**src/usb_rsw_consts.svh**
```systemverilog
// Constants for the USB reset, suspend and wake-up block
//
// Overview of operation
// Master reset pin resets all logic and the core, overriding everything; the code keeps the codec control bit.
// Every detected bus reset sets the bus reset flag.
// With global enable set, bus reset resets all except shadow and connect bits; the code also keeps the global enable bit.
// Global enable clear and mask set: bus reset raises external interrupt 0.
// Neither bit set: bus reset resets only serial engine and buffer manager.
// Bus reset flag cleared by its global reset or vector write at 0x17.
// Reset output active on master reset and on globally enabled bus reset.
// Codec reset follows only its control bit: 0 asserts, 1 releases.
// 5 ms of constant idle J sets suspend flag and raises interrupt.
// Idle mode bit, bit 0 of power control, stops all internal clocks.
// Firmware sets idle mode after suspend interrupt, never inside a service routine.
// Any write to vector register while vector is 0x16 clears suspend flag.
// Non-idle bus while suspended restarts clocks, sets resume flag, clears idle.
// Resume flag cleared by vector register write during resume service.
// Core continues after the instruction that set idle mode.
// Firmware pulses remote wake request 1 then 0 when permitted.
// Remote wake pulse drives K upstream for pulse width plus 1 to 2 ms.
// Falling edge on unmasked wake port bit wakes; irq pin acts as bit 2.
// Masked bits ORed, qualified by suspend; rising edge sets wake flag, ends suspend.
// Wake flag interrupts only when enabled, with vector 0x1F.
// External irq during suspend ignored when wake port bit 2 mask is set.
// Idle counter restarts on any non-idle bus state.
`ifndef USB_RSW_CONSTS_SVH
`define USB_RSW_CONSTS_SVH

// ==========================================
// Register offsets
`define ADDR_USB_CTL     3'h0
`define ADDR_USB_STA     3'h1
`define ADDR_USB_MSK     3'h2
`define ADDR_IRQ_VEC     3'h3
`define ADDR_CODEC_CTL   3'h4
`define ADDR_PWR_CTL     3'h5
`define ADDR_GLOBAL_CTL  3'h6
`define ADDR_WAKE_MSK    3'h7

// ==========================================
// Field positions
`define BIT_GLOB_EN      0
`define BIT_RWAKE        1
`define BIT_SHADOW       2
`define BIT_CONNECT      3
`define BIT_RST          0
`define BIT_SUSP         1
`define BIT_RES          2
`define BIT_CODEC_RST    0
`define BIT_IDLE         0
`define BIT_XIRQ_EN      0
`define WAKE_XIRQ_BIT    2

// ==========================================
// Vectors and reset values
`define VEC_NONE         8'h00
`define VEC_BUS_RST      8'h17
`define VEC_SUSP         8'h16
`define VEC_RES          8'h18
`define VEC_WAKE         8'h1f
`define WAKE_MSK_RST     8'hff

// ==========================================
// Timing
`define CLK_FREQ_KHZ     25000
`define IDLE_TIME_US     5000
`define K_EXT_TIME_US    1000

`endif

```
**src/usb_rsw_pkg.sv**
```systemverilog
// Types for the USB reset, suspend and wake-up block
package usb_rsw_pkg;
    typedef enum {SRC_NONE, SRC_RST, SRC_SUSP, SRC_RES, SRC_WAKE} irq_src_t;
endpackage
```
**src/usb_reset_suspend_wakeup.sv**
```systemverilog
// Reset routing, suspend detection, resume and remote wake-up control
`timescale 1ns/100ps
`include "usb_rsw_consts.svh"

module usb_reset_suspend_wakeup #(
    parameter int IDLE_CYCLES = (`IDLE_TIME_US * `CLK_FREQ_KHZ) / 1000,
    parameter int K_EXT_CYCLES = (`K_EXT_TIME_US * `CLK_FREQ_KHZ + 999) / 1000,
    parameter int CNT_W = 20,
    parameter int PORT_W = 8
) (
    input  wire logic              clk_in,
    input  wire logic              srst_in,
    input  wire logic              master_reset_n_in,
    input  wire logic              bus_reset_det_in,
    input  wire logic              line_idle_in,
    input  wire logic [PORT_W-1:0] wake_port_in,
    input  wire logic              external_irq_n_in,
    input  wire logic [2:0]        addr_in,
    input  wire logic [7:0]        wdata_in,
    input  wire logic              wr_in,
    input  wire logic              rd_in,
    output logic      [7:0]        rdata_out,
    output logic                   reset_out,
    output logic                   core_reset_out,
    output logic                   sie_ubm_reset_out,
    output logic                   codec_reset_n_out,
    output logic                   int0_out,
    output logic                   usb_irq_out,
    output logic                   clocks_run_out,
    output logic                   drive_k_out,
    output logic                   pullup_connect_out,
    output logic                   boot_rom_shadow_out
);
    import usb_rsw_pkg::*;

    // ==========================================
    // Elaboration checks
    if (IDLE_CYCLES < 2 || IDLE_CYCLES >= (1 << CNT_W)) begin : g_chk_idle
        $error("idle count does not fit the counter");
    end
    if (K_EXT_CYCLES < 1 || K_EXT_CYCLES >= (1 << CNT_W)) begin : g_chk_k
        $error("k extension count does not fit the counter");
    end
    if (PORT_W <= `WAKE_XIRQ_BIT || PORT_W > 8) begin : g_chk_port
        $error("wake port width unsupported");
    end

    localparam logic [CNT_W-1:0] IDLE_LAST = CNT_W'(IDLE_CYCLES - 1);
    localparam logic [CNT_W-1:0] K_LOAD    = CNT_W'(K_EXT_CYCLES);

    // ==========================================
    // Pin synchronisers
    logic              mrst_n_meta;
    logic              mrst_n_sync;
    logic              idle_meta;
    logic              idle_sync;
    logic              xirq_meta;
    logic              xirq_sync;
    logic [PORT_W-1:0] port_meta;
    logic [PORT_W-1:0] port_sync;

    // Two flops per pin
    always_ff @(posedge clk_in) begin
        mrst_n_meta <= master_reset_n_in;
        mrst_n_sync <= mrst_n_meta;
        idle_meta   <= line_idle_in;
        idle_sync   <= idle_meta;
        xirq_meta   <= external_irq_n_in;
        xirq_sync   <= xirq_meta;
        port_meta   <= wake_port_in;
        port_sync   <= port_meta;
    end

    // ==========================================
    // Reset routing
    logic hard_rst;
    logic usb_glob_rst;
    logic glob_rst;
    logic bus_reset_global_enable;
    logic remote_wake_request_bit;
    logic boot_rom_shadow_bit;
    logic pullup_connect_bit;
    logic func_bus_reset_flag;
    logic suspend_request_flag;
    logic resume_request_flag;
    logic wake_flag;
    logic idle_mode_bit;
    logic codec_reset_ctl_bit;
    logic external_irq_enable;
    logic [2:0] usb_irq_mask_reg;
    logic [PORT_W-1:0] wake_mask;
    logic [7:0] vector;
    logic vec_wr;

    assign hard_rst = srst_in | ~mrst_n_sync;
    assign glob_rst = hard_rst | usb_glob_rst;
    assign vec_wr   = wr_in && addr_in == `ADDR_IRQ_VEC;

    // Global reset pulse one cycle after an enabled bus reset
    always_ff @(posedge clk_in) begin
        if (hard_rst) begin
            usb_glob_rst <= 1'b0;
        end else begin
            usb_glob_rst <= bus_reset_det_in & bus_reset_global_enable & ~usb_glob_rst;
        end
    end

    // Reset outputs registered
    always_ff @(posedge clk_in) begin
        if (srst_in) begin
            reset_out         <= 1'b1;
            core_reset_out    <= 1'b1;
            sie_ubm_reset_out <= 1'b1;
        end else begin
            reset_out      <= ~mrst_n_sync | (bus_reset_det_in & bus_reset_global_enable);
            core_reset_out <= ~mrst_n_sync | (bus_reset_det_in & bus_reset_global_enable);
            sie_ubm_reset_out <= ~mrst_n_sync | bus_reset_det_in;
        end
    end

    // ==========================================
    // Control bits kept through bus global reset
    always_ff @(posedge clk_in) begin
        if (hard_rst) begin
            bus_reset_global_enable <= 1'b0;
            boot_rom_shadow_bit     <= 1'b0;
            pullup_connect_bit      <= 1'b0;
        end else if (wr_in && addr_in == `ADDR_USB_CTL) begin
            bus_reset_global_enable <= wdata_in[`BIT_GLOB_EN];
            boot_rom_shadow_bit     <= wdata_in[`BIT_SHADOW];
            pullup_connect_bit      <= wdata_in[`BIT_CONNECT];
        end
    end

    // Ordinary control bits reset by any global reset
    always_ff @(posedge clk_in) begin
        if (glob_rst) begin
            remote_wake_request_bit <= 1'b0;
            usb_irq_mask_reg        <= 3'h0;
            external_irq_enable     <= 1'b0;
            wake_mask               <= PORT_W'(`WAKE_MSK_RST);
        end else if (wr_in) begin
            case (addr_in)
                `ADDR_USB_CTL: begin
                    remote_wake_request_bit <= wdata_in[`BIT_RWAKE];
                end
                `ADDR_USB_MSK: begin
                    usb_irq_mask_reg <= wdata_in[2:0];
                end
                `ADDR_GLOBAL_CTL: begin
                    external_irq_enable <= wdata_in[`BIT_XIRQ_EN];
                end
                `ADDR_WAKE_MSK: begin
                    wake_mask <= wdata_in[PORT_W-1:0];
                end
                default: begin
                end
            endcase
        end
    end

    // Codec reset untouched by master and bus resets
    always_ff @(posedge clk_in) begin
        if (srst_in) begin
            codec_reset_ctl_bit <= 1'b0;
        end else if (wr_in && addr_in == `ADDR_CODEC_CTL) begin
            codec_reset_ctl_bit <= wdata_in[`BIT_CODEC_RST];
        end
    end
    assign codec_reset_n_out = codec_reset_ctl_bit;

    // ==========================================
    // Bus reset flag, set wins over vector clear
    always_ff @(posedge clk_in) begin
        if (glob_rst && !bus_reset_det_in) begin
            func_bus_reset_flag <= 1'b0;
        end else if (bus_reset_det_in) begin
            func_bus_reset_flag <= 1'b1;
        end else if (vec_wr && vector == `VEC_BUS_RST) begin
            func_bus_reset_flag <= 1'b0;
        end
    end

    // ==========================================
    // Idle detection
    logic [CNT_W-1:0] idle_cnt;
    logic             idle_hit;

    assign idle_hit = idle_sync && idle_cnt == IDLE_LAST;

    // Counts uninterrupted J, saturates past the limit
    always_ff @(posedge clk_in) begin
        if (glob_rst || !idle_sync) begin
            idle_cnt <= '0;
        end else if (idle_cnt <= IDLE_LAST) begin
            idle_cnt <= idle_cnt + 1'b1;
        end
    end

    // Suspend request flag
    always_ff @(posedge clk_in) begin
        if (glob_rst) begin
            suspend_request_flag <= 1'b0;
        end else if (idle_hit) begin
            suspend_request_flag <= 1'b1;
        end else if (vec_wr && vector == `VEC_SUSP) begin
            suspend_request_flag <= 1'b0;
        end
    end

    // ==========================================
    // Idle mode, resume and wake
    logic              resume_hit;
    logic              wake_gated;
    logic              wake_gated_d;
    logic              wake_hit;
    logic [PORT_W-1:0] port_eff;

    assign resume_hit = idle_mode_bit && !idle_sync;

    // Irq pin stands in for port bit 2 while suspended
    always_comb begin
        port_eff = port_sync;
        if (idle_mode_bit) begin
            port_eff[`WAKE_XIRQ_BIT] = xirq_sync;
        end
    end

    assign wake_gated = idle_mode_bit & (|(~port_eff & ~wake_mask));
    assign wake_hit   = wake_gated & ~wake_gated_d;

    // Delayed gated level for edge detection
    always_ff @(posedge clk_in) begin
        if (glob_rst) begin
            wake_gated_d <= 1'b0;
        end else begin
            wake_gated_d <= wake_gated;
        end
    end

    // Idle bit: hardware wake clears win over software
    always_ff @(posedge clk_in) begin
        if (glob_rst || resume_hit || wake_hit) begin
            idle_mode_bit <= 1'b0;
        end else if (wr_in && addr_in == `ADDR_PWR_CTL) begin
            idle_mode_bit <= wdata_in[`BIT_IDLE];
        end
    end
    assign clocks_run_out = ~idle_mode_bit;

    // Resume request flag
    always_ff @(posedge clk_in) begin
        if (glob_rst) begin
            resume_request_flag <= 1'b0;
        end else if (resume_hit) begin
            resume_request_flag <= 1'b1;
        end else if (vec_wr && vector == `VEC_RES) begin
            resume_request_flag <= 1'b0;
        end
    end

    // Wake flag
    always_ff @(posedge clk_in) begin
        if (glob_rst) begin
            wake_flag <= 1'b0;
        end else if (wake_hit) begin
            wake_flag <= 1'b1;
        end else if (vec_wr && vector == `VEC_WAKE) begin
            wake_flag <= 1'b0;
        end
    end

    // ==========================================
    // Remote wake K signaling
    logic [CNT_W-1:0] k_cnt;
    logic             rwake_d;

    // Extends K by the fixed time after the request falls
    always_ff @(posedge clk_in) begin
        if (glob_rst) begin
            k_cnt   <= '0;
            rwake_d <= 1'b0;
        end else begin
            rwake_d <= remote_wake_request_bit;
            if (rwake_d && !remote_wake_request_bit) begin
                k_cnt <= K_LOAD;
            end else if (k_cnt != '0) begin
                k_cnt <= k_cnt - 1'b1;
            end
        end
    end
    // Delayed request bridges the cycle before the counter loads
    assign drive_k_out = remote_wake_request_bit | rwake_d | (k_cnt != '0);

    // ==========================================
    // Interrupt vector and outputs
    irq_src_t src;
    logic     rst_irq;
    logic     wake_irq;

    assign rst_irq  = func_bus_reset_flag & usb_irq_mask_reg[`BIT_RST]
                      & ~bus_reset_global_enable;
    assign wake_irq = wake_flag & external_irq_enable;

    // Highest pending source
    always_comb begin
        if (rst_irq) begin
            src = SRC_RST;
        end else if (suspend_request_flag && usb_irq_mask_reg[`BIT_SUSP]) begin
            src = SRC_SUSP;
        end else if (resume_request_flag && usb_irq_mask_reg[`BIT_RES]) begin
            src = SRC_RES;
        end else if (wake_irq) begin
            src = SRC_WAKE;
        end else begin
            src = SRC_NONE;
        end
    end

    // Vector encoding
    always_comb begin
        case (src)
            SRC_RST:  vector = `VEC_BUS_RST;
            SRC_SUSP: vector = `VEC_SUSP;
            SRC_RES:  vector = `VEC_RES;
            SRC_WAKE: vector = `VEC_WAKE;
            default:  vector = `VEC_NONE;
        endcase
    end

    assign int0_out    = rst_irq | wake_irq;
    assign usb_irq_out = src != SRC_NONE;
    assign pullup_connect_out  = pullup_connect_bit;
    assign boot_rom_shadow_out = boot_rom_shadow_bit;

    // ==========================================
    // Read data one cycle after strobe
    always_ff @(posedge clk_in) begin
        if (srst_in) begin
            rdata_out <= 8'h00;
        end else if (rd_in) begin
            case (addr_in)
                `ADDR_USB_CTL: rdata_out <= {4'h0, pullup_connect_bit, boot_rom_shadow_bit,
                                             remote_wake_request_bit, bus_reset_global_enable};
                `ADDR_USB_STA: rdata_out <= {5'h00, resume_request_flag, suspend_request_flag,
                                             func_bus_reset_flag};
                `ADDR_USB_MSK: rdata_out <= {5'h00, usb_irq_mask_reg};
                `ADDR_IRQ_VEC: rdata_out <= vector;
                `ADDR_CODEC_CTL: rdata_out <= {7'h00, codec_reset_ctl_bit};
                `ADDR_PWR_CTL: rdata_out <= {7'h00, idle_mode_bit};
                `ADDR_GLOBAL_CTL: rdata_out <= {7'h00, external_irq_enable};
                `ADDR_WAKE_MSK: rdata_out <= 8'(wake_mask);
                default: rdata_out <= 8'h00;
            endcase
        end else begin
            rdata_out <= 8'h00;
        end
    end
endmodule // usb_reset_suspend_wakeup

```
**config.mk**
```make
export PLATFORM = sky130hd
export DESIGN_NAME = usb_reset_suspend_wakeup
export DESIGN_NICKNAME = d
export VERILOG_FILES = /design/src/usb_rsw_pkg.sv /design/src/usb_reset_suspend_wakeup.sv
export VERILOG_INCLUDE_DIRS = /design/src
export SDC_FILE = /design/constraint.sdc
export NUM_CORES = 1
export LEC_CHECK = 0
export BUFFER_PORTS_ARGS = -buffer_cell sky130_fd_sc_hd__buf_2
export CAP_MARGIN = 20
export CORE_MARGIN = 3
export CORE_UTILIZATION = 25
export DETAILED_ROUTE_END_ITERATION = 12
export GPL_TIMING_DRIVEN = 0
export PLACE_DENSITY_LB_ADDON = 0.3
export SYNTH_ARGS = -nofsm -noshare
export SYNTH_HDL_FRONTEND = slang
export SYNTH_SLANG_ARGS = --single-unit
```
**constraint.sdc**
```tcl
create_clock -name clk_in -period 4.3 [get_ports clk_in]
set_input_delay 0.86 -clock clk_in [delete_from_list [all_inputs] [get_ports clk_in]]
set_output_delay 0.86 -clock clk_in [all_outputs]
set_load 0.02 [all_outputs]
```
==> impl_metrics.toml <==
[run_status]
outcome = "completed"

[placed_design]
dp_cells = 658
port_buffers = 41
gp_congestion = 0.8431
hpwl_um = 6632
dp_slack_ps = 1052

[global_route]
grt_first_pass_wirelength_um = 15080
grt_max_degree = 17
use_met3 = 0.02276
antenna_found_initial = 0
grt_pass1_vias = 3100
met2_usage = 0.1708
use_met1 = 0.1518
track_usage = 0.1095
overflow = 0
grt-busiest-layer = "met2"

[timing]
period_minus_slack_ps = 3618
hold_violations = 0
drv_slew = 0
slew_headroom = 0.4787
layout_worst_path_cycle_share = 0.8415
tns_ps = 0
fmax_mhz = 276.4
skew_ps = 3.082
timing.final.ws_setup_ps = 681.5
rsz0062_at_grt = "false"
worst_slew_pin_slew_ps = 775.5
setup_viol = 0

[power_and_ir_drop]
powerDensity_mw_per_mm2 = 640.9
p_sw_frac = 0.3445
comb_power_share = 0.354
p_sw_mw = 1.024
pwr-share-clk = 0.292
internal-power_mw = 1.947
p_total_mw = 2.971
power_frac_seq = 0.354
ir_worst_vdd_mv = 0.2926
power.leakage_nw = 1.768

[floorplanning]
num_rows = 44
die_area_mm2 = 0.01701
die_h_um = 130.4
start_util = 0.2604
core_area_mm2 = 0.01486
fp.dieW_um = 130.4
pin_count = 45

[final_layout]
nets = 515
drive_gt1_frac = 0.1429
largest_registers = "idle_cnt: 20 flops, k_cnt: 20 flops"
area_growth_pct = 19.79
layout.core_utilization = 0.3119
antennaDiodeCount = 0
fillers = 1551
final_cell_count_no_fill = 674

[detailed_routing]
route.vias.total = 3273
routed_wl_um = 9220
via_per_inst = 4.856
drc_errors = 0
dr.pass1.iters = 4
drtAntennaViolNets = 0
routedWlPerCell_um = 13.68
drtIter0Drc = 247

[cts]
postCtsHoldBufs = 0
h-tree-depth = 3
post_cts_buffers = 0
clk_pin_slew_ps = 60
clkLatencyLatePin_ps = 330
cts_tree = "yes"
cts_root_buf = "clkbuf_16"
ctsLongestPathBuffers = 2
postCtsResizedCells = 0
clock-sinks = 95
cts_buffers = 9

[setup_path]
start_kind = "flop"
arrival_ps = 2760
worstPathMaxFanout = 7
end_kind = "output port"
worst_ep_required_time_ps = 3440
worstSetupPathType = "flop to output port"
r2r_slack_ps = 1920

[yosys]
ys_seq_area_frac = 0.4914
yosysWarnings = 0
netlist_area_mm2 = 0.003870
synth.distinct_cells = 47
netlist_instances = 433
synth_fp_nets = 463
synthArstFlopShare = 0
synth_edf_count = 0
synthFlopType = "dfxtp_1"
synth-seq-cells = 95
synth_area_per_cell_um2 = 8.938

[flow_run]
max-cap-violations = 0

[min_path]
hp-class = "flop to flop"
## critical path, cell delays in order (launching register included)
cell and delay, ps:
dfxtp_1 340, or4_1 510, buf_2 170, or4_4 420, buf_6 150, or2_1 230, buf_6 130, or3_1 310
buf_2 170
## per-layer routing
layer	vias up	wire length [um]
li1	1658	-
met1	1544	4554
met2	61	4174
met3	10	359
met4	0	131
met5	-	0
## cells in the final DEF (no fill, tap or decap), types with 3 or more instances in the layout
master / netlist / routed
a21oi_1: 27 / 27
a22oi_1: 5 / 5
and2_1: 6 / 6
and3_1: 11 / 11
buf_2: 1 / 42
clkbuf_1: 15 / 15
clkbuf_16: 0 / 9
dfxtp_1: 95 / 95
ha_1: 3 / 3
inv_1: 8 / 8
mux2i_1: 12 / 12
nand2_1: 46 / 46
nand2b_1: 9 / 9
nand3_1: 24 / 24
nand3b_1: 4 / 4
nand4_1: 14 / 14
nor2_1: 35 / 35
nor2b_1: 9 / 9
nor3_1: 8 / 8
nor4_1: 4 / 4
o211ai_1: 5 / 5
o21a_1: 5 / 5
o21ai_0: 12 / 12
o22ai_1: 5 / 5
o31ai_1: 9 / 9
or3_1: 6 / 6
or4_1: 12 / 12
xor2_1: 13 / 13
## synthesized netlist by cell type (all sizes together), types with 3 or more instances
master | instances | area share
and3 | 11 | 0.018
o21a | 5 | 0.0097
buf | 6 | 0.011
and2 | 6 | 0.0097
o21ai | 14 | 0.018
mux2i | 12 | 0.031
o31ai | 9 | 0.017
nor4 | 5 | 0.0097
nand3b | 4 | 0.0078
dfxtp | 95 | 0.49
or3 | 6 | 0.0097
xor2 | 13 | 0.029
inv | 8 | 0.0078
a22oi | 5 | 0.0097
or2 | 3 | 0.0049
or4 | 13 | 0.026
o22ai | 5 | 0.0081
nor2b | 9 | 0.015
clkbuf | 15 | 0.015
nand4 | 14 | 0.023
a21oi | 27 | 0.035
nand2b | 9 | 0.015
nor3 | 8 | 0.010
ha | 3 | 0.0097
nor2 | 35 | 0.034
nand2 | 46 | 0.045
nand3 | 24 | 0.031
o211ai | 5 | 0.0097
## path summary, 6_finish.rpt
| path | from | to | cells past startpoint |
|---|---|---|---|
| setup reg to reg | idle_cnt[7] | idle_cnt[9] | 7 |
| hold / removal | port_meta[5] | port_sync[5] | 0 |
| setup / recovery | k_cnt[6] | drive_k_out | 8 |
| hold reg to reg | port_meta[5] | port_sync[5] | 0 |
## kinds of logic after synthesis
family / after synthesis / share of synthesized area
multiplexers: 12 / 0.03104
adder cells (fa/ha/maj): 3 / 0.009700
AO/OA/AOI/OAI: 80 / 0.1297
AND/OR/NAND/NOR: 199 / 0.2709
buffers and inverters: 29 / 0.03330
flip-flops: 95 / 0.4914
XOR/XNOR: 15 / 0.03395
## stage by stage
| step | cell area, um2 | hold WS (ps) |
|---|---|---|
| after global placement | 4305 | 311.2 |
| after global routing | 4636 | 333.1 |
| after detailed placement | 4305 | 312.1 |
| after floorplan | 3870 | 309.6 |
| after CTS | 4636 | 327.9 |
| final | 4636 | 327.0 |
## cell type report
type	instances	area, um2	area share
Timing Repair Buffer	41	205.2	0.04426
Sequential cell	95	1902	0.4103
Buffer	21	98.84	0.02132
Clock inverter	6	91.34	0.01970
Inverter	8	30.03	0.006478
Clock buffer	10	239.0	0.05155
Tap cell	184	230.2	0.04966
Multi-Input combinational cell	309	1839	0.3968
## power by group through the flow
stage | Sequential (mW) | Combinational, mW | Clock, mW
after CTS | 1.05 | 1.05 | 0.892
after floorplan | 1.05 | 0.834 | 0
final | 1.05 | 1.05 | 0.869
after detailed placement | 1.07 | 1.04 | 0
after global placement | 1.06 | 1.01 | 0
after global routing | 1.06 | 1.18 | 0.929
Note: power is estimated with default switching activity, not from simulation.
